$ cat config.mk
export PLATFORM = sky130hd
export DESIGN_NAME = swm_ctrl
export DESIGN_NICKNAME = d
export VERILOG_FILES = /design/src/shared/swm_pkg.sv /design/src/rtl/swm_ctrl.sv
export SDC_FILE = /design/constraint.sdc
export NUM_CORES = 1
export LEC_CHECK = 0
export BUFFER_PORTS_ARGS = -buffer_cell sky130_fd_sc_hd__buf_2
export CAP_MARGIN = 20
export CORE_MARGIN = 4
export CORE_UTILIZATION = 47
export CTS_CLUSTER_DIAMETER = 40
export DETAILED_ROUTE_END_ITERATION = 12
export GPL_TIMING_DRIVEN = 0
export PLACE_DENSITY = 0.76
export SKIP_LAST_GASP = 1
export SLEW_MARGIN = 0
export SYNTH_ARGS = -nofsm -noshare
export SYNTH_HDL_FRONTEND = slang
export SYNTH_SLANG_ARGS = --single-unit
$ cat constraint.sdc
create_clock -name mclk -period 1.7 [get_ports mclk]
set_clock_uncertainty 0.1 [all_clocks]
set_input_delay 0 -clock mclk [delete_from_list [all_inputs] [get_ports mclk]]
set_output_delay 0 -clock mclk [all_outputs]
set_load 0.02 [all_outputs]
$ cat src/shared/swm_pkg.sv
// Purpose: constants and types for the serial wire mode controller
// Assumes: 32-bit classic Wishbone slave, registers in the low byte of each word
// Notes: register offsets are byte addresses
package swm_pkg;

  localparam int          ADDR_W       = 5;
  localparam int          NPIN         = 3;
  localparam logic [4:0]  OFF_CTRL     = 5'h00;
  localparam logic [4:0]  OFF_STAT     = 5'h04;
  localparam logic [4:0]  OFF_DATA     = 5'h08;
  localparam logic [4:0]  OFF_PORT     = 5'h0c;
  localparam logic [4:0]  OFF_DIR      = 5'h10;
  localparam logic [4:0]  OFF_IRQ_STAT = 5'h14;
  localparam logic [4:0]  OFF_IRQ_MASK = 5'h18;
  localparam logic [4:0]  OFF_GIE      = 5'h1c;
  localparam int          CTL_SIE      = 7;
  localparam int          CTL_OIE      = 6;
  localparam int          CTL_WM_HI    = 5;
  localparam int          CTL_WM_LO    = 4;
  localparam int          CTL_EXT      = 3;
  localparam int          CTL_CLK      = 1;
  localparam int          CTL_TC       = 0;
  localparam int          STA_SIF      = 7;
  localparam int          STA_OIF      = 6;
  localparam int          PIN_DO       = 0;
  localparam int          PIN_SDA      = 1;
  localparam int          PIN_SCL      = 2;
  localparam int          IRQ_START    = 0;
  localparam int          IRQ_OVF      = 1;
  localparam logic [3:0]  CNT_MAX      = 4'hf;
  localparam logic [7:0]  REG_RST      = 8'h00;

  typedef enum logic [1:0] {
    SWM_WM_OFF      = 2'b00,
    SWM_WM_THREE    = 2'b01,
    SWM_WM_TWO      = 2'b10,
    SWM_WM_TWO_HOLD = 2'b11
  } swm_wm_t;

endpackage : swm_pkg

$ cat src/rtl/swm_ctrl.sv
// Purpose: wire mode control, start detector, shift register, counter and pin drive
// Assumes: pins are sampled on mclk; link clock far slower than mclk
// Notes: all outputs come from the state register, one cycle behind their cause
module swm_ctrl
  import swm_pkg::*;
(
  input  wire logic              mclk,
  input  wire logic              rst_n,
  input  wire logic              clk_en,
  input  wire logic              wb_cyc,
  input  wire logic              wb_stb,
  input  wire logic              wb_we,
  input  wire logic [ADDR_W-1:0] wb_adr,
  input  wire logic [3:0]        wb_sel,
  input  wire logic [31:0]       wb_dat_w,
  output logic      [31:0]       wb_dat_r,
  output logic                   wb_ack,
  input  wire logic [NPIN-1:0]   pin_in,
  output logic      [NPIN-1:0]   pin_out,
  output logic      [NPIN-1:0]   pin_oe,
  output logic      [NPIN-1:0]   pin_pullup,
  output logic                   irq
);

  typedef struct packed {
    logic            sie;
    logic            oie;
    swm_wm_t         wm;
    logic            ext;
    logic            sif;
    logic            oif;
    logic [3:0]      cnt;
    logic [7:0]      data;
    logic            out_latch;
    logic [NPIN-1:0] port;
    logic [NPIN-1:0] dir;
    logic [1:0]      irq_stat;
    logic [1:0]      irq_mask;
    logic            gie;
    logic [NPIN-1:0] sync1;
    logic [NPIN-1:0] sync2;
    logic [NPIN-1:0] prev;
    logic            ack;
    logic [7:0]      rdat;
    logic            irq;
    logic [NPIN-1:0] pin_o;
    logic [NPIN-1:0] pin_e;
    logic [NPIN-1:0] pin_p;
  } swm_state_t;

  swm_state_t s;
  swm_state_t n;
  logic [1:0] rst_q;
  logic       rst_i_n;
  logic       req;
  logic       wr;
  logic       rd;
  logic       sck_rise;
  logic       sck_fall;
  logic       sda_fall;
  logic       two;
  logic       start_evt;
  logic       shift;
  logic       count;
  logic       ovf;
  logic       scl_hold;
  logic [7:0] wd;

  always_ff @(posedge mclk or negedge rst_n) begin
    if (!rst_n) begin
      rst_q <= 2'h0;
    end else begin
      rst_q <= {rst_q[0], 1'b1};
    end
  end
  assign rst_i_n = rst_q[1];

  always_comb begin
    n         = s;
    wd        = wb_dat_w[7:0];
    req       = wb_cyc && wb_stb && !s.ack;
    wr        = req && wb_we && wb_sel[0];
    rd        = req && !wb_we;
    sck_rise  = s.sync2[PIN_SCL] && !s.prev[PIN_SCL];
    sck_fall  = !s.sync2[PIN_SCL] && s.prev[PIN_SCL];
    sda_fall  = !s.sync2[PIN_SDA] && s.prev[PIN_SDA];
    two       = s.wm[1];
    // start: in two-wire modes data falls while clock stays high; in other modes any clock edge
    start_evt = two ? (sda_fall && s.sync2[PIN_SCL] && s.prev[PIN_SCL])
                    : (sck_rise || sck_fall);
    // inputs clock the shifter in every wire mode
    shift     = (s.ext && sck_rise) || (wr && wb_adr == OFF_CTRL && wd[CTL_CLK]);
    count     = (s.ext && (sck_rise || sck_fall))
             || (wr && wb_adr == OFF_CTRL && wd[CTL_CLK]);
    ovf       = count && s.cnt == CNT_MAX;
    scl_hold  = (two && s.sif)
             || (s.wm == SWM_WM_TWO_HOLD && s.oif);

    n.sync1 = pin_in;
    n.sync2 = s.sync1;
    n.prev  = s.sync2;
    n.ack   = req;
    n.rdat  = REG_RST;

    if (shift) begin
      n.data = {s.data[6:0], s.sync2[PIN_SDA]};
    end
    if (count) begin
      n.cnt = s.cnt + 4'h1;
    end
    // latch open in the first half of an external clock, always open otherwise
    if (!s.ext || !s.sync2[PIN_SCL]) begin
      n.out_latch = s.data[7];
    end

    if (rd && wb_adr == OFF_IRQ_STAT) begin
      n.irq_stat = 2'h0;
    end

    if (wr) begin
      case (wb_adr)
        OFF_CTRL: begin
          n.sie = wd[CTL_SIE];
          n.oie = wd[CTL_OIE];
          n.wm  = swm_wm_t'(wd[CTL_WM_HI:CTL_WM_LO]);
          n.ext = wd[CTL_EXT];
          if (wd[CTL_TC]) begin
            n.port[PIN_SCL] = !s.port[PIN_SCL];
          end
        end
        OFF_STAT: begin
          if (wd[STA_SIF]) begin
            n.sif = 1'b0;
          end
          if (wd[STA_OIF]) begin
            n.oif = 1'b0;
          end
          n.cnt = wd[3:0];
        end
        OFF_DATA: begin
          n.data = wd;
        end
        OFF_PORT: begin
          n.port = wd[NPIN-1:0];
        end
        OFF_DIR: begin
          n.dir = wd[NPIN-1:0];
        end
        OFF_IRQ_MASK: begin
          n.irq_mask = wd[1:0];
        end
        OFF_GIE: begin
          n.gie = wd[0];
        end
        default: begin
        end
      endcase
    end

    // hardware set wins over a clear in the same cycle
    if (start_evt) begin
      n.sif                = 1'b1;
      n.irq_stat[IRQ_START] = 1'b1;
    end
    if (ovf) begin
      n.oif              = 1'b1;
      n.irq_stat[IRQ_OVF] = 1'b1;
    end

    if (rd) begin
      case (wb_adr)
        OFF_CTRL:     n.rdat = {s.sie, s.oie, s.wm, s.ext, 3'h0};
        OFF_STAT:     n.rdat = {s.sif, s.oif, 2'h0, s.cnt};
        OFF_DATA:     n.rdat = s.data;
        OFF_PORT:     n.rdat = {5'h0, s.port};
        OFF_DIR:      n.rdat = {5'h0, s.dir};
        OFF_IRQ_STAT: n.rdat = {6'h0, s.irq_stat};
        OFF_IRQ_MASK: n.rdat = {6'h0, s.irq_mask};
        OFF_GIE:      n.rdat = {7'h0, s.gie};
        default:      n.rdat = REG_RST;
      endcase
    end

    // pins default to plain port behaviour
    n.pin_o = s.port;
    n.pin_e = s.dir;
    n.pin_p = s.port & ~s.dir;
    case (s.wm)
      SWM_WM_OFF: begin
      end
      SWM_WM_THREE: begin
        n.pin_o[PIN_DO] = s.out_latch;
      end
      SWM_WM_TWO, SWM_WM_TWO_HOLD: begin
        n.pin_o[PIN_SDA] = 1'b0;
        n.pin_e[PIN_SDA] = s.dir[PIN_SDA]
                        && (!s.out_latch || !s.port[PIN_SDA]);
        n.pin_o[PIN_SCL] = 1'b0;
        n.pin_e[PIN_SCL] = s.dir[PIN_SCL]
                        && (!s.port[PIN_SCL] || scl_hold);
        n.pin_p[PIN_SDA] = 1'b0;
        n.pin_p[PIN_SCL] = 1'b0;
      end
      default: begin
      end
    endcase

    n.irq = (|(n.irq_stat & n.irq_mask))
         || (n.gie && ((n.sif && n.sie)
                    || (n.oif && n.oie)));
  end

  always_ff @(posedge mclk or negedge rst_i_n) begin
    if (!rst_i_n) begin
      s <= '0;
      // idle lines read high: no false clock edge after reset
      s.sync1 <= '1;
      s.sync2 <= '1;
      s.prev  <= '1;
    end else if (clk_en) begin
      s <= n;
    end
  end

  assign wb_dat_r   = {24'h0, s.rdat};
  assign wb_ack     = s.ack;
  assign pin_out    = s.pin_o;
  assign pin_oe     = s.pin_e;
  assign pin_pullup = s.pin_p;
  assign irq        = s.irq;
endmodule : swm_ctrl

==> results of run 1 <==
registers in the layout, summed over array words and instances (netlist names):
signal      count
s              32
rst_q           2
pin_oe          3
wb_dat_r        8
pin_out         3
n               5
pin_pullup      3
wb_ack          1
irq             1
placed cells by master (no fill, tap or decap), types with 8 or more instances in the layout:
cell type / instances
a2bb2oi_2: 8
buf_2: 41
buf_4: 52
clkbuf_8: 10
conb_1: 25
dfrtp_1: 50
dlygate4sd3_1: 14
inv_1: 11
mux2_2: 21
nand2_1: 10
nor2_1: 18
o21ai_0: 9
cells by family after synthesis:
logic type	after synthesis	synth area share (%)
AOI/OAI and AO/OA	77	17.98
adders and majority gates	2	0.7552
buffers and inverters	65	12.39
DFF	58	44.03
muxes	27	9.026
other	2	0.2267
and+or+nand+nor	81	15.60
metal layers:
metal | part of all wire [%] | up-vias | global-route usage, %
met5 | 0 | - | 0
met4 | 2.1 | 0 | 6.931
met3 | 7.0 | 24 | 5.004
met2 | 48 | 138 | 32.36
met1 | 43 | 1354 | 27.99
li1 | - | 1300 | -
critical path, stage by stage (launching register included):
cell and delay [ps]:
dfrtp_2 410, nand3b_1 170, buf_6 150, or4b_4 510, a211oi_4 240, a21o_1 130, a41oi_2 120
power breakdown:
group          leakage, nW  switching, mW  internal (mW)
Clock                0.109          0.559          0.861
Combinational         1.25          0.313          0.284
Sequential           0.740          0.125           1.51
final timing paths:
path	startpoint	to	cells past startpoint	slack (ps)
worst max-delay path	wb_ack	irq	6	-270
worst min-delay path	wb_dat_w[1]	s[37]	2	10
worst max register to register	wb_ack	irq	6	-270
worst min register to register	rst_q[1]	s[29]	0	130
max in group asynchronous	rst_q[1]	s[20]	1	730
min in group asynchronous	rst_q[1]	s[29]	0	130
layout make-up:
cell class / instances / area, µm² / area share (%)
Buffer: 52 / 370.4 / 8.061
Clock buffer: 11 / 141.4 / 3.077
Clock inverter: 5 / 77.57 / 1.688
Inverter: 12 / 45.04 / 0.9804
Multi-Input combinational cell: 213 / 1853 / 40.33
Sequential cell: 58 / 1461 / 31.81
Tap cell: 96 / 120.1 / 2.614
Timing Repair Buffer: 72 / 525.5 / 11.44
repair_timing:
item                       CTS  global route
setup endpoints to repair   35            36
pin swaps                   15            22
resized for setup           16            44
cloned                       1             1
hold endpoints to repair    22             0
hold buffers                14             0
buffers inserted            10             6
==> flow_summary.json, run 1 <==
{
  "clk_pin_slew_ps": 70,
  "row_count": 30,
  "violations": "negative setup slack",
  "grt_start_max_net_pins": 35,
  "synth_seq_cells": 58,
  "synth_common_cells": "dfrtp_1 (52), buf_4 (42), mux2_2 (23)",
  "synth_async_sr_flop_share_pct": 100.0,
  "fillers": 535,
  "power.total_mw": 3.649,
  "synth_edf_count": 0,
  "fin_util_pct": 67.25,
  "ir_drop_mv": 0.9652,
  "grt_pass1_wl_mm": 13.74,
  "synth.distinct_cells": 55,
  "place_ws_ps": -643.0,
  "synth_most_common_cell": "dfrtp_1",
  "run_status": "finished, violations left",
  "worstSetupEndpointType": "register",
  "fp.coreArea_um2": 6832,
  "yosysWarnings": 0,
  "final_net_count": 470,
  "antenna_found_initial": 0,
  "detail_route.wl_per_cell_um": 17.22,
  "ios": 93,
  "setup_ws_ps": -268.5,
  "syn_to_final_growth_pct": 38.67,
  "grt_pass1_vias": 2712,
  "worst_slew_pin_slew_ps": 741.5,
  "hold_ws_ps": 14.56,
  "finalWeightedCongestion": 0.8911,
  "die-area_um2": 8457,
  "hpwlAfterDp_mm": 5.729,
  "dieWidth_um": 91.96,
  "drv_slew": 0,
  "tritoncts": "done",
  "drtAntennaViolNets": 0,
  "numCtsBuffers": 9,
  "root_buffer": "clkbuf_8",
  "min_path_type": "in -> reg",
  "clk_path_buf_depth": 2,
  "netlist_instances": 312,
  "synth_top_area_cell": "dfrtp_1",
  "worst-path-max-fanout": 5,
  "vias_per_cell": 5.426,
  "synth_area_leaders": "dfrtp_1 (39%), buf_4 (9.5%), mux2_2 (7.8%), dfstp_2 (4.8%), o2bb2ai_1 (2.4%)",
  "track_usage_pct": 20.61,
  "htreeDepth": 3,
  "syn_area_um2": 3313,
  "remaining_drc_errors": 0,
  "dr.pass1.iters": 6,
  "clk_latency_ps": 340,
  "port_buffers": 40,
  "drive_above_1_share_pct": 47.28,
  "min_period_ps": 1968,
  "power.leakage_nw": 2.097,
  "yosysTopAreaCellShare_pct": 39.27,
  "max-slew-margin-rel_pct": 50.57,
  "crit_path_start_kind": "register",
  "yosysSeqAreaShare_pct": 44.03,
  "vias": 2816,
  "fin_cells": 519,
  "drv_cap": 0,
  "chipHeight_um": 91.96,
  "initial_core_util_pct": 48.50,
  "setup_viol": 32,
  "rsz0062_at_grt": "yes",
  "placed_cell_area_um2": 3779,
  "stdcell_area_um2": 4594,
  "fin_tns_setup_ps": -3488,
  "crit_type": "reg -> reg",
  "post-route-period-util_pct": 115.8,
  "cts.sinks": 58,
  "finalWirelength_mm": 8.936,
  "power.density_nw_per_um2": 794.2,
  "required_ps": 1800,
  "hold_viol": 0,
  "ys.flop_type": "dfrtp_1",
  "avgSynthCellArea_um2": 10.62,
  "arrival_ps": 2070,
  "place_inst": 472,
  "drt_iter0_markers": 307,
  "max_freq_mhz": 508.0,
  "grt_overflow": 0,
  "diodes": 0
}
No activity file was read; power rests on OpenSTA's default activity.
==> run 2, diff against run 1 <==
Settings changed: CORE_UTILIZATION 47 to 30, PLACE_DENSITY 0.76 to 0.53.
==> run 2 against run 1 <==
The flow still finishes with violations (negative setup slack); non-clock buffer count increased by 5; register-to-register slack gained 20 ps; maximum frequency increased by 1.1%; clock power shrank 4%; sequential cell count did not move; highest routed layer unchanged; global-route usage is 5.8 points lower; critical path type unchanged.
==> flow_summary.json, run 2 (same netlist as run 1, synthesis figures left out) <==
{
  "vias_per_cell": 4.954,
  "chipHeight_um": 113.1,
  "detail_route.wl_per_cell_um": 16.59,
  "startpoint": "wb_ack",
  "grt_overflow": 0,
  "reg2reg_setup_slack_ps": -250,
  "fin_tns_setup_ps": -3650,
  "cp_top_family": "simple AND/OR/NAND/NOR gates",
  "regToRegStartpoint": "wb_ack",
  "r2r_end": "s[38]",
  "power.leakage_nw": 2.102,
  "antenna_found_initial": 0,
  "cts.sinks": 58,
  "power.total_mw": 3.600,
  "clk_latency_ps": 350,
  "crit_chain": "and3b_2, nand2_4, nor3_1, a31oi_1, mux2_2",
  "row_count": 38,
  "largest_reg_flops": 32,
  "hold_ws_ps": 35.66,
  "run_status": "finished, violations left",
  "rsz0062_at_grt": "yes",
  "initial_core_util_pct": 30.56,
  "violations": "negative setup slack",
  "hpwlAfterDp_mm": 6.502,
  "grt_start_max_net_pins": 40,
  "worst-path-max-fanout": 4,
  "met1_length_mm": 4.379,
  "max_freq_mhz": 513.6,
  "critical_path.slowest_cell": "nor3_1",
  "drtAntennaViolNets": 0,
  "fp.coreArea_um2": 10840,
  "drv_cap": 0,
  "drive_above_1_share_pct": 48.36,
  "finalWirelength_mm": 9.421,
  "path_depth": 5,
  "setup_viol": 33,
  "max-slew-margin-rel_pct": 41.86,
  "root_buffer": "clkbuf_8",
  "regMostFlops": "s",
  "crit_end": "s[38]",
  "hold_viol": 0,
  "dr_wl_met3_um": 579,
  "fin_util_pct": 43.31,
  "grt_pass1_wl_mm": 14.74,
  "cp_num_buf_inv": 0,
  "worstSetupEndpointType": "register",
  "setup_ws_ps": -247.1,
  "ios": 93,
  "required_ps": 1830,
  "crit_type": "reg -> reg",
  "reg2regPathDepth": 5,
  "clk_path_buf_depth": 2,
  "finalWeightedCongestion": 0.8722,
  "crit_path_start_kind": "register",
  "port_buffers": 40,
  "post-route-period-util_pct": 114.5,
  "drt_iter0_markers": 231,
  "fillers": 1072,
  "power.density_nw_per_um2": 767.0,
  "hold_depth": 3,
  "final_net_count": 475,
  "syn_to_final_growth_pct": 41.69,
  "diodes": 0,
  "min_path_type": "in -> reg",
  "die-area_um2": 12790,
  "layout_commonest_cell": "buf_4",
  "htreeDepth": 3,
  "worst_slew_pin_slew_ps": 872.2,
  "numCtsBuffers": 9,
  "critical-path-max-stage-delay_ps": 500,
  "place_ws_ps": -638.6,
  "ir_drop_mv": 0.3770,
  "highest_layer": "met4",
  "grt_pass1_vias": 2715,
  "remaining_drc_errors": 0,
  "arrival_ps": 2080,
  "track_usage_pct": 14.84,
  "drv_slew": 0,
  "wl_met2_mm": 4.322,
  "clk_pin_slew_ps": 70,
  "dr.pass1.iters": 6,
  "final_cell_mix": "buf_4 (53), dfrtp_1 (50), buf_2 (40)",
  "min_period_ps": 1947,
  "vias": 2814,
  "dieWidth_um": 113.1,
  "tritoncts": "done"
}
## run 2: cell types whose count changed in the layout (fill, tap and decap cells not counted), sizes merged
cell,previous run,this run
clkinvlp,1,0
dlygate4sd3,14,16
clkinv,2,1
clkbuf,19,22
bufinv,2,1
buf,102,105
## run 2: area by class of cell
type	instances	area [µm²]	area share [%]
buffer	51	356.6	7.596
timing repair buffer	78	593.1	12.63
tap	140	175.2	3.731
clock buffer	14	172.7	3.678
sequential	58	1461	31.13
multi-input combinational	213	1856	39.53
inverter	12	45.04	0.9595
clock inverter	2	35.03	0.7463
## run 2: metrics by stage
stage | area, µm² | std cells
2_1_floorplan | 3438 | 335
3_3_place_gp | 3814 | 515
3_5_place_dp | 3834 | 516
4_1_cts | 4397 | 559
5_1_grt | 4695 | 568
6_report | 4695 | 568
## run 2: worst min path at each step
stage	start	end	slack, ps
finish	wb_dat_w[1]	s[49]	40
global route	wb_dat_w[1]	s[49]	40
CTS	wb_dat_w[1]	s[49]	40
detailed placement	rst_n	rst_q[0]	-310
global placement	rst_n	rst_q[0]	-310
floorplan	rst_n	rst_q[0]	-400
## run 2: layer usage
layer	vias up	global-route usage [%]
li1	1308	-
met1	1398	20.50
met2	100	22.63
met3	8	3.690
met4	0	5.288
met5	-	0
## run 2: tightest hold or removal path, cell delays in order
cell	delay [ps]
buf_2	180
a22oi_2	190
o2bb2ai_2	60
## run 2: report_power, final
group	switching (mW)	internal, mW	leakage (nW)
combinational	0.314	0.290	1.25
sequential	0.132	1.51	0.740
clock	0.560	0.797	0.107
## run 2: repair_timing
action | in CTS | in global routing
endpoints found under the hold margin | 23 | 0
endpoints found under the setup margin | 35 | 37
pin swaps | 21 | 21
buffers inserted | 10 | 10
hold buffers | 16 | 0
gates resized for setup | 24 | 46
gates cloned | 2 | 0
==> run 3, diff against run 2 <==
Settings changed: CAP_MARGIN 20 to 5, CORE_UTILIZATION 30 to 40, PLACE_DENSITY 0.53 to 0.66.
==> run 3 against run 2 <==
The flow still finishes with violations (negative setup slack); hold slack improved by 22 ps; sequential share of layout area rose by 1.1 points; critical path depth rose by 1; largest cell class unchanged; highest routed layer unchanged.
==> flow_summary.json, run 3 (same netlist as run 1, synthesis figures left out) <==
{
  "setup_ws_ps": -265.9,
  "hold_viol": 0,
  "critical_path.slowest_cell": "or4b_4",
  "drt_iter0_markers": 202,
  "regMostFlops": "s",
  "remaining_drc_errors": 0,
  "syn_to_final_growth_pct": 36.97,
  "place_ws_ps": -618.8,
  "required_ps": 1810,
  "grt_pass1_vias": 2694,
  "run_status": "finished, violations left",
  "drv_cap": 0,
  "root_buffer": "clkbuf_8",
  "final_net_count": 474,
  "layout_commonest_cell": "buf_4",
  "fillers": 661,
  "numCtsBuffers": 9,
  "clk_latency_ps": 340,
  "power.density_nw_per_um2": 758.9,
  "clk_path_buf_depth": 2,
  "dieWidth_um": 99.01,
  "critical-path-max-stage-delay_ps": 520,
  "min_period_ps": 1966,
  "grt_overflow": 0,
  "die-area_um2": 9803,
  "vias": 2901,
  "ir_drop_mv": 0.3748,
  "hpwlAfterDp_mm": 6.025,
  "dr.pass1.iters": 6,
  "tritoncts": "done",
  "fp.coreArea_um2": 7888,
  "violations": "negative setup slack",
  "drtAntennaViolNets": 0,
  "crit_path_start_kind": "register",
  "cp_num_buf_inv": 1,
  "antenna_found_initial": 0,
  "drv_slew": 0,
  "max_freq_mhz": 508.7,
  "diodes": 0,
  "detail_route.wl_per_cell_um": 17.57,
  "finalWeightedCongestion": 0.8873,
  "htreeDepth": 3,
  "power.leakage_nw": 2.079,
  "chipHeight_um": 99.01,
  "worst_slew_pin_slew_ps": 801.2,
  "ios": 93,
  "rsz0062_at_grt": "yes",
  "setup_viol": 38,
  "cts.sinks": 58,
  "crit_type": "reg -> reg",
  "hold_ws_ps": 57.35,
  "clk_pin_slew_ps": 60,
  "port_buffers": 40,
  "largest_reg_flops": 32,
  "worstSetupEndpointType": "register",
  "drive_above_1_share_pct": 45.67,
  "initial_core_util_pct": 42.01,
  "worst-path-max-fanout": 5,
  "cp_top_family": "simple AND/OR/NAND/NOR gates",
  "grt_pass1_wl_mm": 14.18,
  "grt_start_max_net_pins": 57,
  "vias_per_cell": 5.484,
  "crit_chain": "nand3b_1, buf_6, or4b_4, a211oi_4, a21o_1, a41oi_2",
  "row_count": 32,
  "post-route-period-util_pct": 115.6,
  "track_usage_pct": 18.56,
  "finalWirelength_mm": 9.294,
  "final_cell_mix": "buf_4 (58), dfrtp_1 (50), buf_2 (40)",
  "max-slew-margin-rel_pct": 46.59,
  "min_path_type": "in -> reg",
  "arrival_ps": 2070
}
## run 3: cell types whose count changed in the layout (fill, tap and decap cells not counted), moves of 3 or more
cell and change:
o31ai_2 -3, o31ai_1 +3, a2bb2oi_1 +4, a2bb2oi_2 -4
buf_4 +5, buf_6 -4
## run 3: where the power goes
part | switching (mW) | total, mW | internal [mW] | leakage (nW)
clock | 0.542 | 1.23 | 0.684 | 0.102
sequential | 0.142 | 1.65 | 1.51 | 0.741
combinational | 0.296 | 0.568 | 0.272 | 1.24
total | 0.980 | 3.44 | 2.46 | 2.08
## run 3: final cells by class
type / count / area, µm² / area share, %
sequential: 58 / 1464 / 32.26
timing repair buffer: 76 / 544.3 / 11.99
clock buffer: 14 / 182.7 / 4.025
multi-input combinational: 213 / 1785 / 39.34
tap: 102 / 127.6 / 2.812
clock inverter: 2 / 10.01 / 0.2206
inverter: 12 / 45.04 / 0.9926
buffer: 52 / 379.1 / 8.354
## run 3: path summary, 6_finish.rpt
| check | from | endpoint | slack, ps | depth (start not counted) |
|---|---|---|---|---|
| worst min register to register | rst_q[0] | rst_q[1] | 250 | 0 |
| worst max register to register | wb_ack | irq | -270 | 6 |
| worst max-delay path | wb_ack | irq | -270 | 6 |
| worst min-delay path | wb_dat_w[1] | s[49] | 60 | 3 |
| max in group asynchronous | rst_q[1] | wb_ack | 690 | 0 |
| min in group asynchronous | rst_q[1] | s[48] | 300 | 0 |
## run 3: per-layer routing
layer  track usage, %  routed length (µm)
met3            5.025                 945
met5                0                   0
met1            25.01                3832
met2            27.79                4247
met4            8.403                 268
## run 3: tightest hold or removal path, stage by stage
cell and delay, ps:
buf_2 170, a22oi_1 190, o2bb2ai_1 90
## run 3: timing repair
action | CTS | global route
hold endpoints to repair | 22 | 0
pin swaps | 10 | 19
gates resized for setup | 10 | 39
endpoints found under the setup margin | 35 | 38
gates cloned | 1 | 0
hold buffers | 15 | 0
setup buffers | 6 | 15
## run 3: stage by stage
stage / setup TNS, ps / instance area, µm² / std cells / power (mW) / util, %
floorplan: -4033 / 3438 / 335 / 1.972 / -
global placement: -9396 / 3766 / 477 / 2.118 / 47.75
detailed placement: -10160 / 3766 / 477 / 2.133 / 47.75
CTS: -5238 / 4213 / 515 / 3.403 / 53.41
global route: -8008 / 4538 / 529 / 3.601 / 57.53
finish: -5784 / 4538 / 529 / 3.444 / 57.53
